### config.mk
export PLATFORM = sky130hd
export DESIGN_NAME = pcie_device_cap_ctrl_regs
export DESIGN_NICKNAME = d
export VERILOG_FILES = /design/src/verilog/dcc_pkg.sv /design/src/verilog/dcc_axil_write.sv /design/src/verilog/dcc_axil_read.sv /design/src/verilog/pcie_device_cap_ctrl_regs.sv
export VERILOG_INCLUDE_DIRS = /design/src /design/src/verilog
export SDC_FILE = /design/constraint.sdc
export NUM_CORES = 1
export LEC_CHECK = 0
export ABC_AREA = 0
export CAP_MARGIN = 15
export CORE_ASPECT_RATIO = 0.8
export CORE_MARGIN = 2
export CORE_UTILIZATION = 60
export DETAILED_ROUTE_END_ITERATION = 16
export DONT_BUFFER_PORTS = 1
export MAX_ROUTING_LAYER = met4
export PLACE_DENSITY = 0.88
export SETUP_SLACK_MARGIN = 0.5
export SYNTH_ARGS = -nofsm -noshare
export SYNTH_HDL_FRONTEND = slang
export SYNTH_SLANG_ARGS = --single-unit
### constraint.sdc
create_clock -name clk -period 2.6 [get_ports clk]
set_input_delay 0.52 -clock clk [delete_from_list [all_inputs] [get_ports clk]]
set_output_delay 0.52 -clock clk [all_outputs]
set_load 0.02 [all_outputs]
### src/verilog/pcie_dcc_cfg.svh
// register map, field positions and reset values of the device capability/control bank
`ifndef PCIE_DCC_CFG_SVH
`define PCIE_DCC_CFG_SVH
// ---------------------------------------------------------------
// byte addresses and bus answers
// ---------------------------------------------------------------
`define DCC_CAP_OFS      8'hb4
`define DCC_CTRL_OFS     8'hb8
`define DCC_RESP_OKAY    2'h0
`define DCC_RESP_SLVERR  2'h2
// ---------------------------------------------------------------
// capability word fields
// ---------------------------------------------------------------
`define DCC_L0S_HI       8
`define DCC_L0S_LO       6
`define DCC_L1_HI        11
`define DCC_L1_LO        9
`define DCC_ATTN_BTN     12
`define DCC_ATTN_IND     13
`define DCC_PWR_IND      14
`define DCC_SPL_VAL_HI   25
`define DCC_SPL_VAL_LO   18
`define DCC_SPL_SCL_HI   27
`define DCC_SPL_SCL_LO   26
`define DCC_L0S_RST      3'h0
`define DCC_L1_RST       3'h0
// ---------------------------------------------------------------
// control word fields
// ---------------------------------------------------------------
`define DCC_ERR_HI       3
`define DCC_ERR_LO       0
`define DCC_RLX_ORD      4
`define DCC_MPS_HI       7
`define DCC_MPS_LO       5
`define DCC_EXT_TAG      8
`define DCC_PHANTOM      9
`define DCC_AUX_PM       10
`define DCC_NO_SNOOP     11
`define DCC_MRRS_HI      14
`define DCC_MRRS_LO      12
`define DCC_RETRY        15
`define DCC_ERR_RST      4'h0
`define DCC_MPS_RST      3'h0
`define DCC_MRRS_RST     3'h2
`endif

### src/verilog/dcc_pkg.sv
// types shared by the register bank and its bus ports
package dcc_pkg;
	typedef logic [7:0]  addr_t;
	typedef logic [31:0] data_t;
	typedef logic [3:0]  strb_t;
	typedef logic [1:0]  resp_t;
	typedef enum logic [1:0] {SEL_NONE = 2'h0, SEL_CAP = 2'h1, SEL_CTRL = 2'h2} reg_sel_t;
	typedef enum logic [1:0] {WP_COLLECT = 2'h0, WP_ISSUE = 2'h1, WP_RESP = 2'h2} wr_phase_t;
	typedef enum logic [1:0] {RP_IDLE = 2'h0, RP_ISSUE = 2'h1, RP_RESP = 2'h2} rd_phase_t;
	typedef struct packed {
		wr_phase_t phase;
		logic      awHeld;
		logic      wHeld;
		addr_t     addr;
		data_t     data;
		strb_t     strb;
		logic      awRdy;
		logic      wRdy;
		logic      bVld;
		resp_t     resp;
		logic      en;
	} wr_state_t;
	typedef struct packed {
		rd_phase_t phase;
		addr_t     addr;
		logic      arRdy;
		logic      rVld;
		data_t     data;
		resp_t     resp;
		logic      en;
	} rd_state_t;
	typedef struct packed {
		logic [3:0] errEn;
		logic [2:0] mps;
		logic [2:0] mrrs;
		logic       extTag;
		logic       retry;
		logic       noSnoop;
		logic       relaxed;
		logic       strapDone;
		logic       hp;
		logic [7:0] pwrVal;
		logic [1:0] pwrScale;
	} bank_state_t;
endpackage

### src/verilog/dcc_axil_write.sv
// axi4-lite write channels: collects address and data, issues one write, answers
`timescale 1ns/1ps
`include "pcie_dcc_cfg.svh"
module dcc_axil_write (
	input  wire logic           clk,
	input  wire logic           rstn,
	input  wire logic           awvalid,
	output logic                awready,
	input  wire dcc_pkg::addr_t awaddr,
	input  wire logic           wvalid,
	output logic                wready,
	input  wire dcc_pkg::data_t wdata,
	input  wire dcc_pkg::strb_t wstrb,
	output logic                bvalid,
	input  wire logic           bready,
	output dcc_pkg::resp_t      bresp,
	output logic                wrEn,
	output dcc_pkg::addr_t      wrAddr,
	output dcc_pkg::data_t      wrData,
	output dcc_pkg::strb_t      wrStrb,
	input  wire logic           wrOk
);
	import dcc_pkg::*;
	wr_state_t q;
	wr_state_t d;
	always_comb begin
		d = q;
		d.en = 1'b0;
		case (q.phase)
			WP_COLLECT: begin
				if (awvalid && q.awRdy) begin
					d.awHeld = 1'b1;
					d.addr = awaddr;
				end
				if (wvalid && q.wRdy) begin
					d.wHeld = 1'b1;
					d.data = wdata;
					d.strb = wstrb;
				end
				if (d.awHeld && d.wHeld) begin
					d.phase = WP_ISSUE;
					d.en = 1'b1;
				end
			end
			WP_ISSUE: begin
				d.bVld = 1'b1;
				d.resp = wrOk ? `DCC_RESP_OKAY : `DCC_RESP_SLVERR;
				d.awHeld = 1'b0;
				d.wHeld = 1'b0;
				d.phase = WP_RESP;
			end
			WP_RESP: begin
				if (bready) begin
					d.bVld = 1'b0;
					d.phase = WP_COLLECT;
				end
			end
			default: d.phase = WP_COLLECT;
		endcase
		// ready only while collecting, so one write at most is in flight
		d.awRdy = (d.phase == WP_COLLECT) && !d.awHeld;
		d.wRdy = (d.phase == WP_COLLECT) && !d.wHeld;
	end
	always_ff @(posedge clk or negedge rstn) begin
		if (!rstn) begin
			q <= '0;
		end else begin
			q <= d;
		end
	end
	assign awready = q.awRdy;
	assign wready = q.wRdy;
	assign bvalid = q.bVld;
	assign bresp = q.resp;
	assign wrEn = q.en;
	assign wrAddr = q.addr;
	assign wrData = q.data;
	assign wrStrb = q.strb;
endmodule

### src/verilog/dcc_axil_read.sv
// axi4-lite read channels: takes one address, fetches the word, answers
`timescale 1ns/1ps
`include "pcie_dcc_cfg.svh"
module dcc_axil_read (
	input  wire logic           clk,
	input  wire logic           rstn,
	input  wire logic           arvalid,
	output logic                arready,
	input  wire dcc_pkg::addr_t araddr,
	output logic                rvalid,
	input  wire logic           rready,
	output dcc_pkg::data_t      rdata,
	output dcc_pkg::resp_t      rresp,
	output logic                rdEn,
	output dcc_pkg::addr_t      rdAddr,
	input  wire dcc_pkg::data_t rdData,
	input  wire logic           rdOk
);
	import dcc_pkg::*;
	rd_state_t q;
	rd_state_t d;
	always_comb begin
		d = q;
		d.en = 1'b0;
		case (q.phase)
			RP_IDLE: begin
				if (arvalid && q.arRdy) begin
					d.addr = araddr;
					d.en = 1'b1;
					d.phase = RP_ISSUE;
				end
			end
			RP_ISSUE: begin
				d.rVld = 1'b1;
				d.data = rdData;
				d.resp = rdOk ? `DCC_RESP_OKAY : `DCC_RESP_SLVERR;
				d.phase = RP_RESP;
			end
			RP_RESP: begin
				if (rready) begin
					d.rVld = 1'b0;
					d.phase = RP_IDLE;
				end
			end
			default: d.phase = RP_IDLE;
		endcase
		d.arRdy = (d.phase == RP_IDLE);
	end
	always_ff @(posedge clk or negedge rstn) begin
		if (!rstn) begin
			q <= '0;
		end else begin
			q <= d;
		end
	end
	assign arready = q.arRdy;
	assign rvalid = q.rVld;
	assign rdata = q.data;
	assign rresp = q.resp;
	assign rdEn = q.en;
	assign rdAddr = q.addr;
endmodule

### src/verilog/pcie_device_cap_ctrl_regs.sv
// device capability and device control register bank behind an axi4-lite slave
`timescale 1ns/1ps
`include "pcie_dcc_cfg.svh"
module pcie_device_cap_ctrl_regs (
	input  wire logic           clk,
	input  wire logic           rstn,
	input  wire logic           awvalid,
	output logic                awready,
	input  wire dcc_pkg::addr_t awaddr,
	input  wire logic           wvalid,
	output logic                wready,
	input  wire dcc_pkg::data_t wdata,
	input  wire dcc_pkg::strb_t wstrb,
	output logic                bvalid,
	input  wire logic           bready,
	output dcc_pkg::resp_t      bresp,
	input  wire logic           arvalid,
	output logic                arready,
	input  wire dcc_pkg::addr_t araddr,
	output logic                rvalid,
	input  wire logic           rready,
	output dcc_pkg::data_t      rdata,
	output dcc_pkg::resp_t      rresp,
	input  wire logic           hotplugStrap,
	input  wire logic           forwardBridge,
	input  wire logic           slotMsgValid,
	input  wire logic [7:0]     slotMsgValue,
	input  wire logic [1:0]     slotMsgScale,
	output logic [3:0]          errRptEn,
	output logic [2:0]          maxPayloadCode,
	output logic [2:0]          maxReadReqCode,
	output logic                extTagEn,
	output logic                cfgRetryEn,
	output logic                noSnoopSet,
	output logic                relaxedOrderSet
);
	import dcc_pkg::*;

	// ---------------------------------------------------------------
	// address decode
	// ---------------------------------------------------------------
	function automatic reg_sel_t regSel(input addr_t a);
		reg_sel_t s;
		s = SEL_NONE;
		if (a == `DCC_CAP_OFS) begin
			s = SEL_CAP;
		end else if (a == `DCC_CTRL_OFS) begin
			s = SEL_CTRL;
		end
		return s;
	endfunction

	// ---------------------------------------------------------------
	// bus ports
	// ---------------------------------------------------------------
	logic  wrEn;
	addr_t wrAddr;
	data_t wrData;
	strb_t wrStrb;
	logic  wrOk;
	logic  rdEn;
	addr_t rdAddr;
	data_t rdData;
	logic  rdOk;

	dcc_axil_write dcc_axil_write_inst (
		.clk     (clk),
		.rstn    (rstn),
		.awvalid (awvalid),
		.awready (awready),
		.awaddr  (awaddr),
		.wvalid  (wvalid),
		.wready  (wready),
		.wdata   (wdata),
		.wstrb   (wstrb),
		.bvalid  (bvalid),
		.bready  (bready),
		.bresp   (bresp),
		.wrEn    (wrEn),
		.wrAddr  (wrAddr),
		.wrData  (wrData),
		.wrStrb  (wrStrb),
		.wrOk    (wrOk)
	);

	dcc_axil_read dcc_axil_read_inst (
		.clk     (clk),
		.rstn    (rstn),
		.arvalid (arvalid),
		.arready (arready),
		.araddr  (araddr),
		.rvalid  (rvalid),
		.rready  (rready),
		.rdata   (rdata),
		.rresp   (rresp),
		.rdEn    (rdEn),
		.rdAddr  (rdAddr),
		.rdData  (rdData),
		.rdOk    (rdOk)
	);

	// ---------------------------------------------------------------
	// register state
	// ---------------------------------------------------------------
	bank_state_t q;
	bank_state_t d;
	logic        ctrlWrLow;
	logic        ctrlWrHigh;
	logic        capRead;
	logic        ctrlRead;
	logic        strapHp;
	data_t       capWord;
	data_t       ctrlWord;

	// hot-plug indicators exist only for the forward bridge
	assign strapHp = hotplugStrap && forwardBridge;
	assign ctrlWrLow = wrEn && (regSel(wrAddr) == SEL_CTRL) && wrStrb[0];
	assign ctrlWrHigh = wrEn && (regSel(wrAddr) == SEL_CTRL) && wrStrb[1];
	assign capRead = rdEn && (regSel(rdAddr) == SEL_CAP);
	assign ctrlRead = rdEn && (regSel(rdAddr) == SEL_CTRL);
	// writes to the read-only capability word are accepted and dropped
	assign wrOk = (regSel(wrAddr) != SEL_NONE);
	assign rdOk = (regSel(rdAddr) != SEL_NONE);

	always_comb begin
		d = q;
		// strap is caught once, on the first edge after reset release
		if (!q.strapDone) begin
			d.strapDone = 1'b1;
			d.hp = strapHp;
		end
		if (slotMsgValid) begin
			d.pwrVal = slotMsgValue;
			d.pwrScale = slotMsgScale;
		end
		if (ctrlWrLow) begin
			d.errEn = wrData[`DCC_ERR_HI:`DCC_ERR_LO];
			d.mps = wrData[`DCC_MPS_HI:`DCC_MPS_LO];
		end
		if (ctrlWrHigh) begin
			d.extTag = wrData[`DCC_EXT_TAG];
			d.mrrs = wrData[`DCC_MRRS_HI:`DCC_MRRS_LO];
			d.retry = wrData[`DCC_RETRY];
		end
		// attributes the bridge never uses stay cleared whatever is written
		d.noSnoop = 1'b0;
		d.relaxed = 1'b0;
	end

	always_ff @(posedge clk or negedge rstn) begin
		if (!rstn) begin
			q <= '{errEn: `DCC_ERR_RST, mps: `DCC_MPS_RST, mrrs: `DCC_MRRS_RST, default: '0};
		end else begin
			q <= d;
		end
	end

	// ---------------------------------------------------------------
	// read words
	// ---------------------------------------------------------------
	always_comb begin
		capWord = '0;
		capWord[`DCC_L0S_HI:`DCC_L0S_LO] = `DCC_L0S_RST;
		capWord[`DCC_L1_HI:`DCC_L1_LO] = `DCC_L1_RST;
		capWord[`DCC_ATTN_BTN] = q.hp;
		capWord[`DCC_ATTN_IND] = q.hp;
		capWord[`DCC_PWR_IND] = q.hp;
		capWord[`DCC_SPL_VAL_HI:`DCC_SPL_VAL_LO] = q.pwrVal;
		capWord[`DCC_SPL_SCL_HI:`DCC_SPL_SCL_LO] = q.pwrScale;
	end

	always_comb begin
		ctrlWord = '0;
		ctrlWord[`DCC_ERR_HI:`DCC_ERR_LO] = q.errEn;
		ctrlWord[`DCC_RLX_ORD] = q.relaxed;
		ctrlWord[`DCC_MPS_HI:`DCC_MPS_LO] = q.mps;
		ctrlWord[`DCC_EXT_TAG] = q.extTag;
		ctrlWord[`DCC_PHANTOM] = 1'b0;
		ctrlWord[`DCC_AUX_PM] = 1'b0;
		ctrlWord[`DCC_NO_SNOOP] = q.noSnoop;
		ctrlWord[`DCC_MRRS_HI:`DCC_MRRS_LO] = q.mrrs;
		ctrlWord[`DCC_RETRY] = q.retry;
	end

	// unmapped reads return zero with an error answer
	always_comb begin
		case (regSel(rdAddr))
			SEL_CAP:  rdData = capWord;
			SEL_CTRL: rdData = ctrlWord;
			default:  rdData = '0;
		endcase
	end

	// ---------------------------------------------------------------
	// outputs
	// ---------------------------------------------------------------
	assign errRptEn = q.errEn;
	assign maxPayloadCode = q.mps;
	assign maxReadReqCode = q.mrrs;
	assign extTagEn = q.extTag;
	assign cfgRetryEn = q.retry;
	assign noSnoopSet = q.noSnoop;
	assign relaxedOrderSet = q.relaxed;
endmodule

# Yosys cells after proc, flatten, opt, wreduce, memory -nomap -nowiden
# Index checks and enable logic that the tools add are counted.
[word_totals]
wordCells = 88
out_inout_bits = 55
inputBits = 72
reg_bits = 106
[op_classes]
n_eq_ne = 13
mux = 24
reduce_logical = 25
[op_table]
columns = ["op", "count"]
rows = [
  ["$pmux 28 s2", 1],
  ["$eq 8x8->1 const B", 4],
  ["$mux 2", 9],
  ["$pmux 2 s3", 2],
  ["$logic_and 1x1->1", 10],
  ["$mux 10", 1],
  ["$reduce_and 2->1", 5],
  ["$eq 2x2->1 const B", 4],
  ["$logic_not 2->1", 4],
  ["$mux 1", 8],
  ["$reduce_bool 2->1", 4],
  ["$eq 2x1->1 const B", 3],
  ["$ne 2x2->1 const B", 2],
  ["$pmux 1 s2", 2],
  ["$pmux 2 s2", 1],
  ["$logic_not 1->1", 2],
]

# Depth between registers and ports, before layout
# Gate-level depths: netlist (run 1).
[logic_depth]
ltp_word = 8
depth_mapped = 5
mapped_depth_nobuf = 3

# Modules after synthesis
# Synthesis (run 1) repeated with hierarchy kept, for this count alone.
[unflattened]
hier_cells = 425
area_unflattened_um2 = 5826.8
[by_module_without_submodules]
columns = ["mod", "cells_per_inst", "seq_area_each_um2", "area_per_inst_um2", "n_inst"]
rows = [
  ["dcc_axil_write", 171, 1326.3, 2362.3, 1],
  ["dcc_axil_read", 148, 1151.1, 2169.6, 1],
  ["pcie_device_cap_ctrl_regs", 106, 601.8, 1295.0, 1],
]

# Least setup slack after synthesis (run 1)
# Ideal clock, no wire load.
[synth_timing]
path_kind = "input to register"
startpoint = "input port wvalid"
endpoint = "register dcc_axil_write_inst.q, in the netlist dcc_axil_write_inst.wrData[14]"
arrival_ns = 1.329
n_path_buf = 1
required_time_ns = 2.475
setup_slack_ns = 1.146
setup_ns = 0.125
stages = 4
cell_sequence = "nand2_1 -> nor3_4 -> buf_6 -> mux2_2"
[synth_between]
elab_chain_len = 2
[synth_rtl]
columns = ["item", "line", "text"]
rows = [
  ["start, declared", "pcie_device_cap_ctrl_regs.sv:10", "input wire logic wvalid,"],
  ["$logic_and 1x1->1", "dcc_axil_write.sv:35", "if (wvalid && q.wRdy) begin"],
  ["$reduce_and 2->1 (no source line)", "n/a", ""],
  ["end signal, assigned", "dcc_axil_write.sv:66", "q <= '0;"],
  ["end signal, assigned", "dcc_axil_write.sv:68", "q <= d;"],
  ["end, declared", "dcc_axil_write.sv:24", "wr_state_t q;"],
]
# Every way passes these cells.
# A chain may end at the register's enable or synchronous reset.

# Final worst setup path (run 1)
[layout_timing]
startpoint = "register dcc_axil_write_inst.q, in the netlist dcc_axil_write_inst.wready"
endpoint = "register dcc_axil_write_inst.q, in the netlist dcc_axil_write_inst.wrData[12]"
[layout_between]
elab_chain_len = 2
[layout_rtl]
columns = ["item", "line"]
rows = [
  ["$logic_and 1x1->1", "dcc_axil_write.sv:35"],
  ["$reduce_and 2->1 (no source line)", "n/a"],
]
# Every way passes these cells.

==> impl_metrics.json, run 1 <==
{
  "r2r_setup_slack_ns": 0.80,
  "die_h_um": 76.7,
  "ys_async_sr_fraction_pct": 100,
  "gp_congestion": 0.782,
  "synth_top_area_share_pct": 56.2,
  "setup_ws_ns": 0.800,
  "p_per_area_mw_per_mm2": 1020,
  "synth_cells": 325,
  "hold_ws_ns": -0.148,
  "num_vias": 2085,
  "rr_startpoint": "dcc_axil_write_inst.wready",
  "seqPwrFrac_pct": 53.5,
  "outcome": "complete, but fails checks",
  "synth_warnings": 0,
  "clock_latency_ns": 0.35,
  "max_slew_margin_pct": 40.5,
  "multi_input_area_mm2": 0.00133,
  "antenna_found_initial": 0,
  "grt_use_total_pct": 19.7,
  "drv_slew": 0,
  "finalCritPeriodShare_pct": 69.2,
  "fin_crit_ns": 1.80,
  "r2r_end": "dcc_axil_write_inst.wrData[12]",
  "dieArea_mm2": 0.00727,
  "drt-total-wl_mm": 6.47,
  "cts.repair.resized": 0,
  "cap_violations": 0,
  "p_clk_share_pct": 26.9,
  "synth-seq-cells": 90,
  "gr-total-overflow": 0,
  "dr.pass1.iters": 4,
  "arrival_ns": 2.03,
  "startpoint_type": "flop",
  "tightest_slew_ns": 0.893,
  "min_path_type": "in -> async",
  "critPathMaxFanout": 14,
  "internal_power_w": 0.00278,
  "rr_worst_depth": 3,
  "drive_gt1_share_pct": 26.6,
  "antenna_left": 0,
  "cts_buffer_depth": 2,
  "ys_seq_area_share_pct": 56.9,
  "critPathKind": "reg -> reg",
  "synth-main-ff-cell": "dfrtp_1",
  "num_rows": 26,
  "avgViaCountPerCell": 5.47,
  "cts_buffers": 9,
  "finClkSkew_ns": 0.00963,
  "syn_area_mm2": 0.00396,
  "synth_top_cell_by_area": "dfrtp_1",
  "dp_slack_ns": 0.778,
  "combPwrFrac_pct": 19.7,
  "yosys-top-cells-count": "dfrtp_1, nand2_1, mux2_2",
  "htreeDepth": 3,
  "fmaxAchievable_mhz": 556,
  "path_clk_slew_ns": 0.09,
  "p_sw_w": 0.00124,
  "synth_top_cells_by_area": "dfrtp_1, mux2_2, buf_4, nand2_1, o21ai_0",
  "grt_pass1_wl_mm": 10.7,
  "syn2layout_area_growth_pct": -0.695,
  "seqCellArea_mm2": 0.00225,
  "timing.final.hold_violations": 89,
  "num_antenna_cells": 0,
  "cts_root_buf": "clkbuf_8",
  "drtIter0Drc": 112,
  "yosysMostFrequentCell": "dfrtp_1",
  "setup_tns_ns": 0,
  "final_nets": 364,
  "rsz0062_at_grt": "no",
  "cp-end-kind": "flop",
  "p_leak_nw": 1.76,
  "tritoncts": "built",
  "wl_per_cell_um": 17.0,
  "fill_cells": 493,
  "die_x_um": 94.8,
  "io_buffers": 0,
  "synth_cell_type_count": 32,
  "drc": 0,
  "core_mm2": 0.00638,
  "required_ns": 2.83,
  "grt_pass1_vias": 2153,
  "io-pin-count": 127,
  "dpl.hpwl_mm": 4.66,
  "violations": "negative hold slack",
  "grt_max_degree": 91,
  "swShare_pct": 30.8,
  "synth-edff-count": 0,
  "initial_core_util_pct": 62.1,
  "finalSetupViolCount": 0,
  "irDropWorstVdd_uv": 748,
  "clock-sinks": 90,
  "avgSynthCellArea_um2": 12.2
}
-- final cells by class --
class | instances | area share (%)
Sequential cell | 90 | 57.3
Multi-Input combinational cell | 189 | 33.8
Clock buffer | 11 | 3.85
Tap cell | 84 | 2.67
Clock inverter | 5 | 2.16
Inverter | 2 | 0.191
-- logic make-up (layout without fill, tap and decap cells) --
kind of cell,after synthesis,in the layout,share of synthesized area (%)
buffers and inverters,59,18,10.7
XOR/XNOR,2,2,0.442
other,2,15,0.190
flip-flops,90,90,56.9
AO/OA/AOI/OAI,41,41,5.75
AND/OR/NAND/NOR,79,79,11.2
multiplexers,52,52,14.8
-- worst max-delay path by stage --
stage / startpoint / cells after the start / endpoint
after detailed placement: dcc_axil_write_inst.wready / 3 / dcc_axil_write_inst.wrData[0]
after CTS: dcc_axil_write_inst.wready / 3 / dcc_axil_write_inst.wrData[12]
after floorplan: wvalid / 4 / dcc_axil_write_inst.wrData[14]
after global placement: dcc_axil_write_inst.wready / 3 / dcc_axil_write_inst.wrData[13]
final: dcc_axil_write_inst.wready / 3 / dcc_axil_write_inst.wrData[12]
after global routing: dcc_axil_write_inst.wready / 3 / dcc_axil_write_inst.wrData[2]
-- metal layers --
metal,up-vias,part of all wire (%),global-route usage (%)
met5,-,0,-
met4,0,0.45,4.35
met3,4,11,10.6
met2,78,49,29.5
met1,1027,40,23.8
li1,976,-,-
-- layout by cell type, fill, tap and decap left out, types with 3 or more instances in the layout --
master,instances
conb_1,15
dfrtp_1,89
o21ai_0,17
nor3_4,3
mux2_2,52
a21oi_1,11
o31ai_1,3
o21ai_1,4
nand2_1,53
nor2_1,7
clkbuf_8,11
-- metrics by stage --
stage	instance area (um^2)	hold WS (ns)	total power [W]	instances	utilization (%)
2_1_floorplan	4010	0.224	0.00288	338	-
3_3_place_gp	3700	0.227	0.00291	365	58.0
3_5_place_dp	3700	0.227	0.00299	365	58.0
4_1_cts	3930	-0.170	0.00407	381	61.7
5_1_grt	3930	-0.187	0.00426	381	61.7
6_report	3930	-0.148	0.00402	381	61.7
-- power groups by stage --
| stage | Combinational [W] | Sequential (W) | Clock [W] |
|---|---|---|---|
| 6_report | 0.000791 | 0.00215 | 0.00108 |
| 2_1_floorplan | 0.000839 | 0.00204 | 0 |
| 3_3_place_gp | 0.000759 | 0.00215 | 0 |
| 3_5_place_dp | 0.000806 | 0.00218 | 0 |
| 4_1_cts | 0.000806 | 0.00216 | 0.00110 |
| 5_1_grt | 0.000886 | 0.00221 | 0.00116 |
-- sequential cells by signal, indices dropped and copies added (netlist names), 2 cells and up --
register and count:
maxReadReqCode 3, errRptEn 4, dcc_axil_write_inst.wrData 12, dcc_axil_read_inst.rdAddr 8, maxPayloadCode 3, dcc_axil_read_inst.q 2, dcc_axil_write_inst.q 4, dcc_axil_write_inst.wrAddr 8
dcc_axil_read_inst.rdata 22, dcc_axil_write_inst.wrStrb 2, capWord 11
-- critical path, cell delays in order (launching register included) --
cell and delay (ns):
dfrtp_1 0.50, nand2_1 0.18, nor3_4 0.59, mux2_2 0.41
-- repair_timing --
action / in CTS / in global routing
buffers inserted: 0 / 0
hold endpoints to repair: 90 / 90
setup endpoints to repair: 0 / 0
Note: power is estimated with default switching activity, not from simulation.
==> run 2, diff against run 1 <==
--- a/config.mk
+++ b/config.mk
@@ -6,7 +6,7 @@
 export SDC_FILE = /design/constraint.sdc
 export NUM_CORES = 1
 export LEC_CHECK = 0
-export ABC_AREA = 0
+export ABC_AREA = 1
 export CAP_MARGIN = 15
 export CORE_ASPECT_RATIO = 0.8
 export CORE_MARGIN = 2
==> constraint.sdc (replaced) <==
create_clock -name clk -period 1.8 [get_ports clk]
set_input_delay 0.36 -clock clk [delete_from_list [all_inputs] [get_ports clk]]
set_output_delay 0.36 -clock clk [all_outputs]
set_load 0.02 [all_outputs]
==> impl_metrics.json, run 2 <==
{
  "outcome": "complete, but fails checks",
  "violations": "negative hold slack",
  "synth_warnings": 0,
  "arrival_ns": 0.98,
  "dp_cells": 473,
  "setup_tns_ns": 0,
  "gp_congestion": 0.788,
  "wl_per_cell_um": 14.7,
  "r2r_setup_slack_ns": 0.56,
  "synth_top_cell_by_area": "dfrtp_1",
  "grt_pass1_vias": 2445,
  "hold_ws_ns": -0.311,
  "clock_latency_ns": 0.35,
  "dieArea_mm2": 0.00738,
  "grt_pass1_wl_mm": 11.7,
  "core_mm2": 0.00644,
  "synth_top_cells_by_area": "dfrtp_1, nand2_1, buf_4, nand3_1, mux2_2",
  "cts_buffers": 9,
  "dpl.hpwl_mm": 5.03,
  "avgSynthCellArea_um2": 9.27,
  "final_cells": 495,
  "critPathMaxFanout": 3,
  "antenna_found_initial": 0,
  "wl_met1_mm": 2.90,
  "finalSetupViolCount": 0,
  "fill_cells": 530,
  "rr_worst_depth": 7,
  "ys_seq_area_share_pct": 56.0,
  "ys_async_sr_fraction_pct": 100,
  "path_clk_slew_ns": 0.09,
  "critPathLaunch": "maxReadReqCode[1]",
  "num_vias": 2602,
  "antenna_left": 0,
  "timing.final.hold_violations": 90,
  "r2r_end": "dcc_axil_read_inst.rdata[13]",
  "grt_use_total_pct": 21.4,
  "drt-total-wl_mm": 7.27,
  "wl_met3_um": 603,
  "cts_buffer_depth": 2,
  "gr-total-overflow": 0,
  "fin_crit_ns": 1.34,
  "dr.pass1.iters": 4,
  "required_ns": 1.44,
  "critPathKind": "reg -> out",
  "drc": 0,
  "synth_top_area_share_pct": 55.4,
  "rsz0062_at_grt": "yes",
  "tritoncts": "built",
  "io-pin-count": 127,
  "htreeDepth": 3,
  "synth-edff-count": 0,
  "layout_common_cells": "nand2_1, dfrtp_1, nand3_1, inv_1, o21ai_1",
  "drtIter0Drc": 107,
  "drv_slew": 0,
  "num_antenna_cells": 0,
  "highest_layer": "met4",
  "rr_startpoint": "dcc_axil_read_inst.rdAddr[6]",
  "synth-seq-cells": 90,
  "mostFrequentLayoutCell": "nand2_1",
  "irDropWorstVdd_uv": 1070,
  "drive_gt1_share_pct": 15.1,
  "fmaxAchievable_mhz": 746,
  "yosysMostFrequentCell": "nand2_1",
  "cp-end-kind": "output pin",
  "startpoint_type": "flop",
  "synth_cells": 434,
  "initial_core_util_pct": 62.4,
  "synth_cell_type_count": 24,
  "finClkSkew_ns": 0.0101,
  "cp.depth": 0,
  "avgViaCountPerCell": 5.26,
  "largest_reg_flops": 22,
  "final_nets": 478,
  "p_per_area_mw_per_mm2": 1370,
  "syn_area_mm2": 0.00402,
  "cap_violations": 0,
  "die_h_um": 77.2,
  "die_x_um": 95.5,
  "finalCritPeriodShare_pct": 74.5,
  "clock-sinks": 90,
  "synth-main-ff-cell": "dfrtp_1",
  "syn2layout_area_growth_pct": 0.342,
  "endpoint": "maxReadReqCode[1]",
  "io_buffers": 0,
  "min_path_type": "in -> async",
  "grt_max_degree": 91,
  "wl_met2_mm": 3.68,
  "cts_root_buf": "clkbuf_8",
  "num_rows": 26,
  "p_leak_nw": 2.02,
  "yosys-top-cells-count": "nand2_1, dfrtp_1, buf_4"
}
## run 2: cell count changes after synthesis, sizes merged, moves of 3 or more
cell / previous run / this run
nand3: 1 / 25
mux2: 52 / 10
buf: 57 / 63
o31ai: 3 / 0
nand2: 53 / 146
inv: 2 / 25
o21ai: 21 / 32
a21oi: 11 / 7
nand4: 2 / 13
nor2: 8 / 17
## run 2: timing repair
| item | CTS | global route |
|---|---|---|
| setup buffers | 0 | 5 |
| cloned | 0 | 1 |
| endpoints found under the setup margin | 14 | 33 |
| resized for setup | 5 | 15 |
| hold endpoints to repair | 90 | 90 |
| pin swaps | 0 | 6 |
## run 2: how the worst min path moves through the flow
stage | to | slack (ns) | cells past startpoint | from
after floorplan | capWord[12] | 0.06 | 0 | rstn
final | dcc_axil_write_inst.q[53] | -0.31 | 0 | rstn
after detailed placement | dcc_axil_write_inst.q[53] | 0.07 | 0 | rstn
after global placement | dcc_axil_write_inst.bvalid | 0.07 | 0 | rstn
after CTS | dcc_axil_write_inst.wrAddr[3] | -0.33 | 0 | rstn
after global routing | dcc_axil_write_inst.wrAddr[3] | -0.34 | 0 | rstn
## run 2: kinds of logic after synthesis
family                 Yosys count  synth area share [%]
AND/OR/NAND/NOR                204                  22.1
flip-flops                      90                  56.0
buffers and inverters           88                  13.8
AO/OA/AOI/OAI                   40                  5.04
multiplexers                    10                  2.80
other                            2                 0.187
## run 2: area by class of cell
class	instances	area [um^2]	share of cell area, %
clock inverters	7	52.6	1.30
repair buffers	10	90.1	2.23
well taps	84	105	2.60
clock buffers	9	124	3.07
flip-flops and latches	90	2250	55.8
inverters	25	96.3	2.39
multi-input cells	270	1310	32.6
## run 2: routing by layer
metal	global-route usage, %	up-vias
met5	-	-
li1	-	1276
met4	6.43	0
met3	7.56	8
met1	25.7	1238
met2	34.0	80
## run 2: power by group
group | internal, W | switching [W] | leakage, nW
sequential | 0.00250 | 0.000410 | 1.14
combinational | 0.000459 | 0.000919 | 0.784
clock | 0.000513 | 0.000720 | 0.0904
total | 0.00348 | 0.00205 | 2.02
## run 2: through the flow
| step | hold slack [ns] | cell area, um^2 | worst slack [ns] | total power [W] | utilization [%] |
|---|---|---|---|---|---|
| after floorplan | 0.0644 | 4070 | 0.675 | 0.00401 | - |
| after global placement | 0.0659 | 3750 | 0.428 | 0.00410 | 58.2 |
| after detailed placement | 0.0655 | 3750 | 0.343 | 0.00419 | 58.2 |
| after CTS | -0.332 | 3940 | 0.440 | 0.00546 | 61.2 |
| after global routing | -0.340 | 4040 | 0.425 | 0.00595 | 62.6 |
| final | -0.311 | 4040 | 0.459 | 0.00553 | 62.6 |
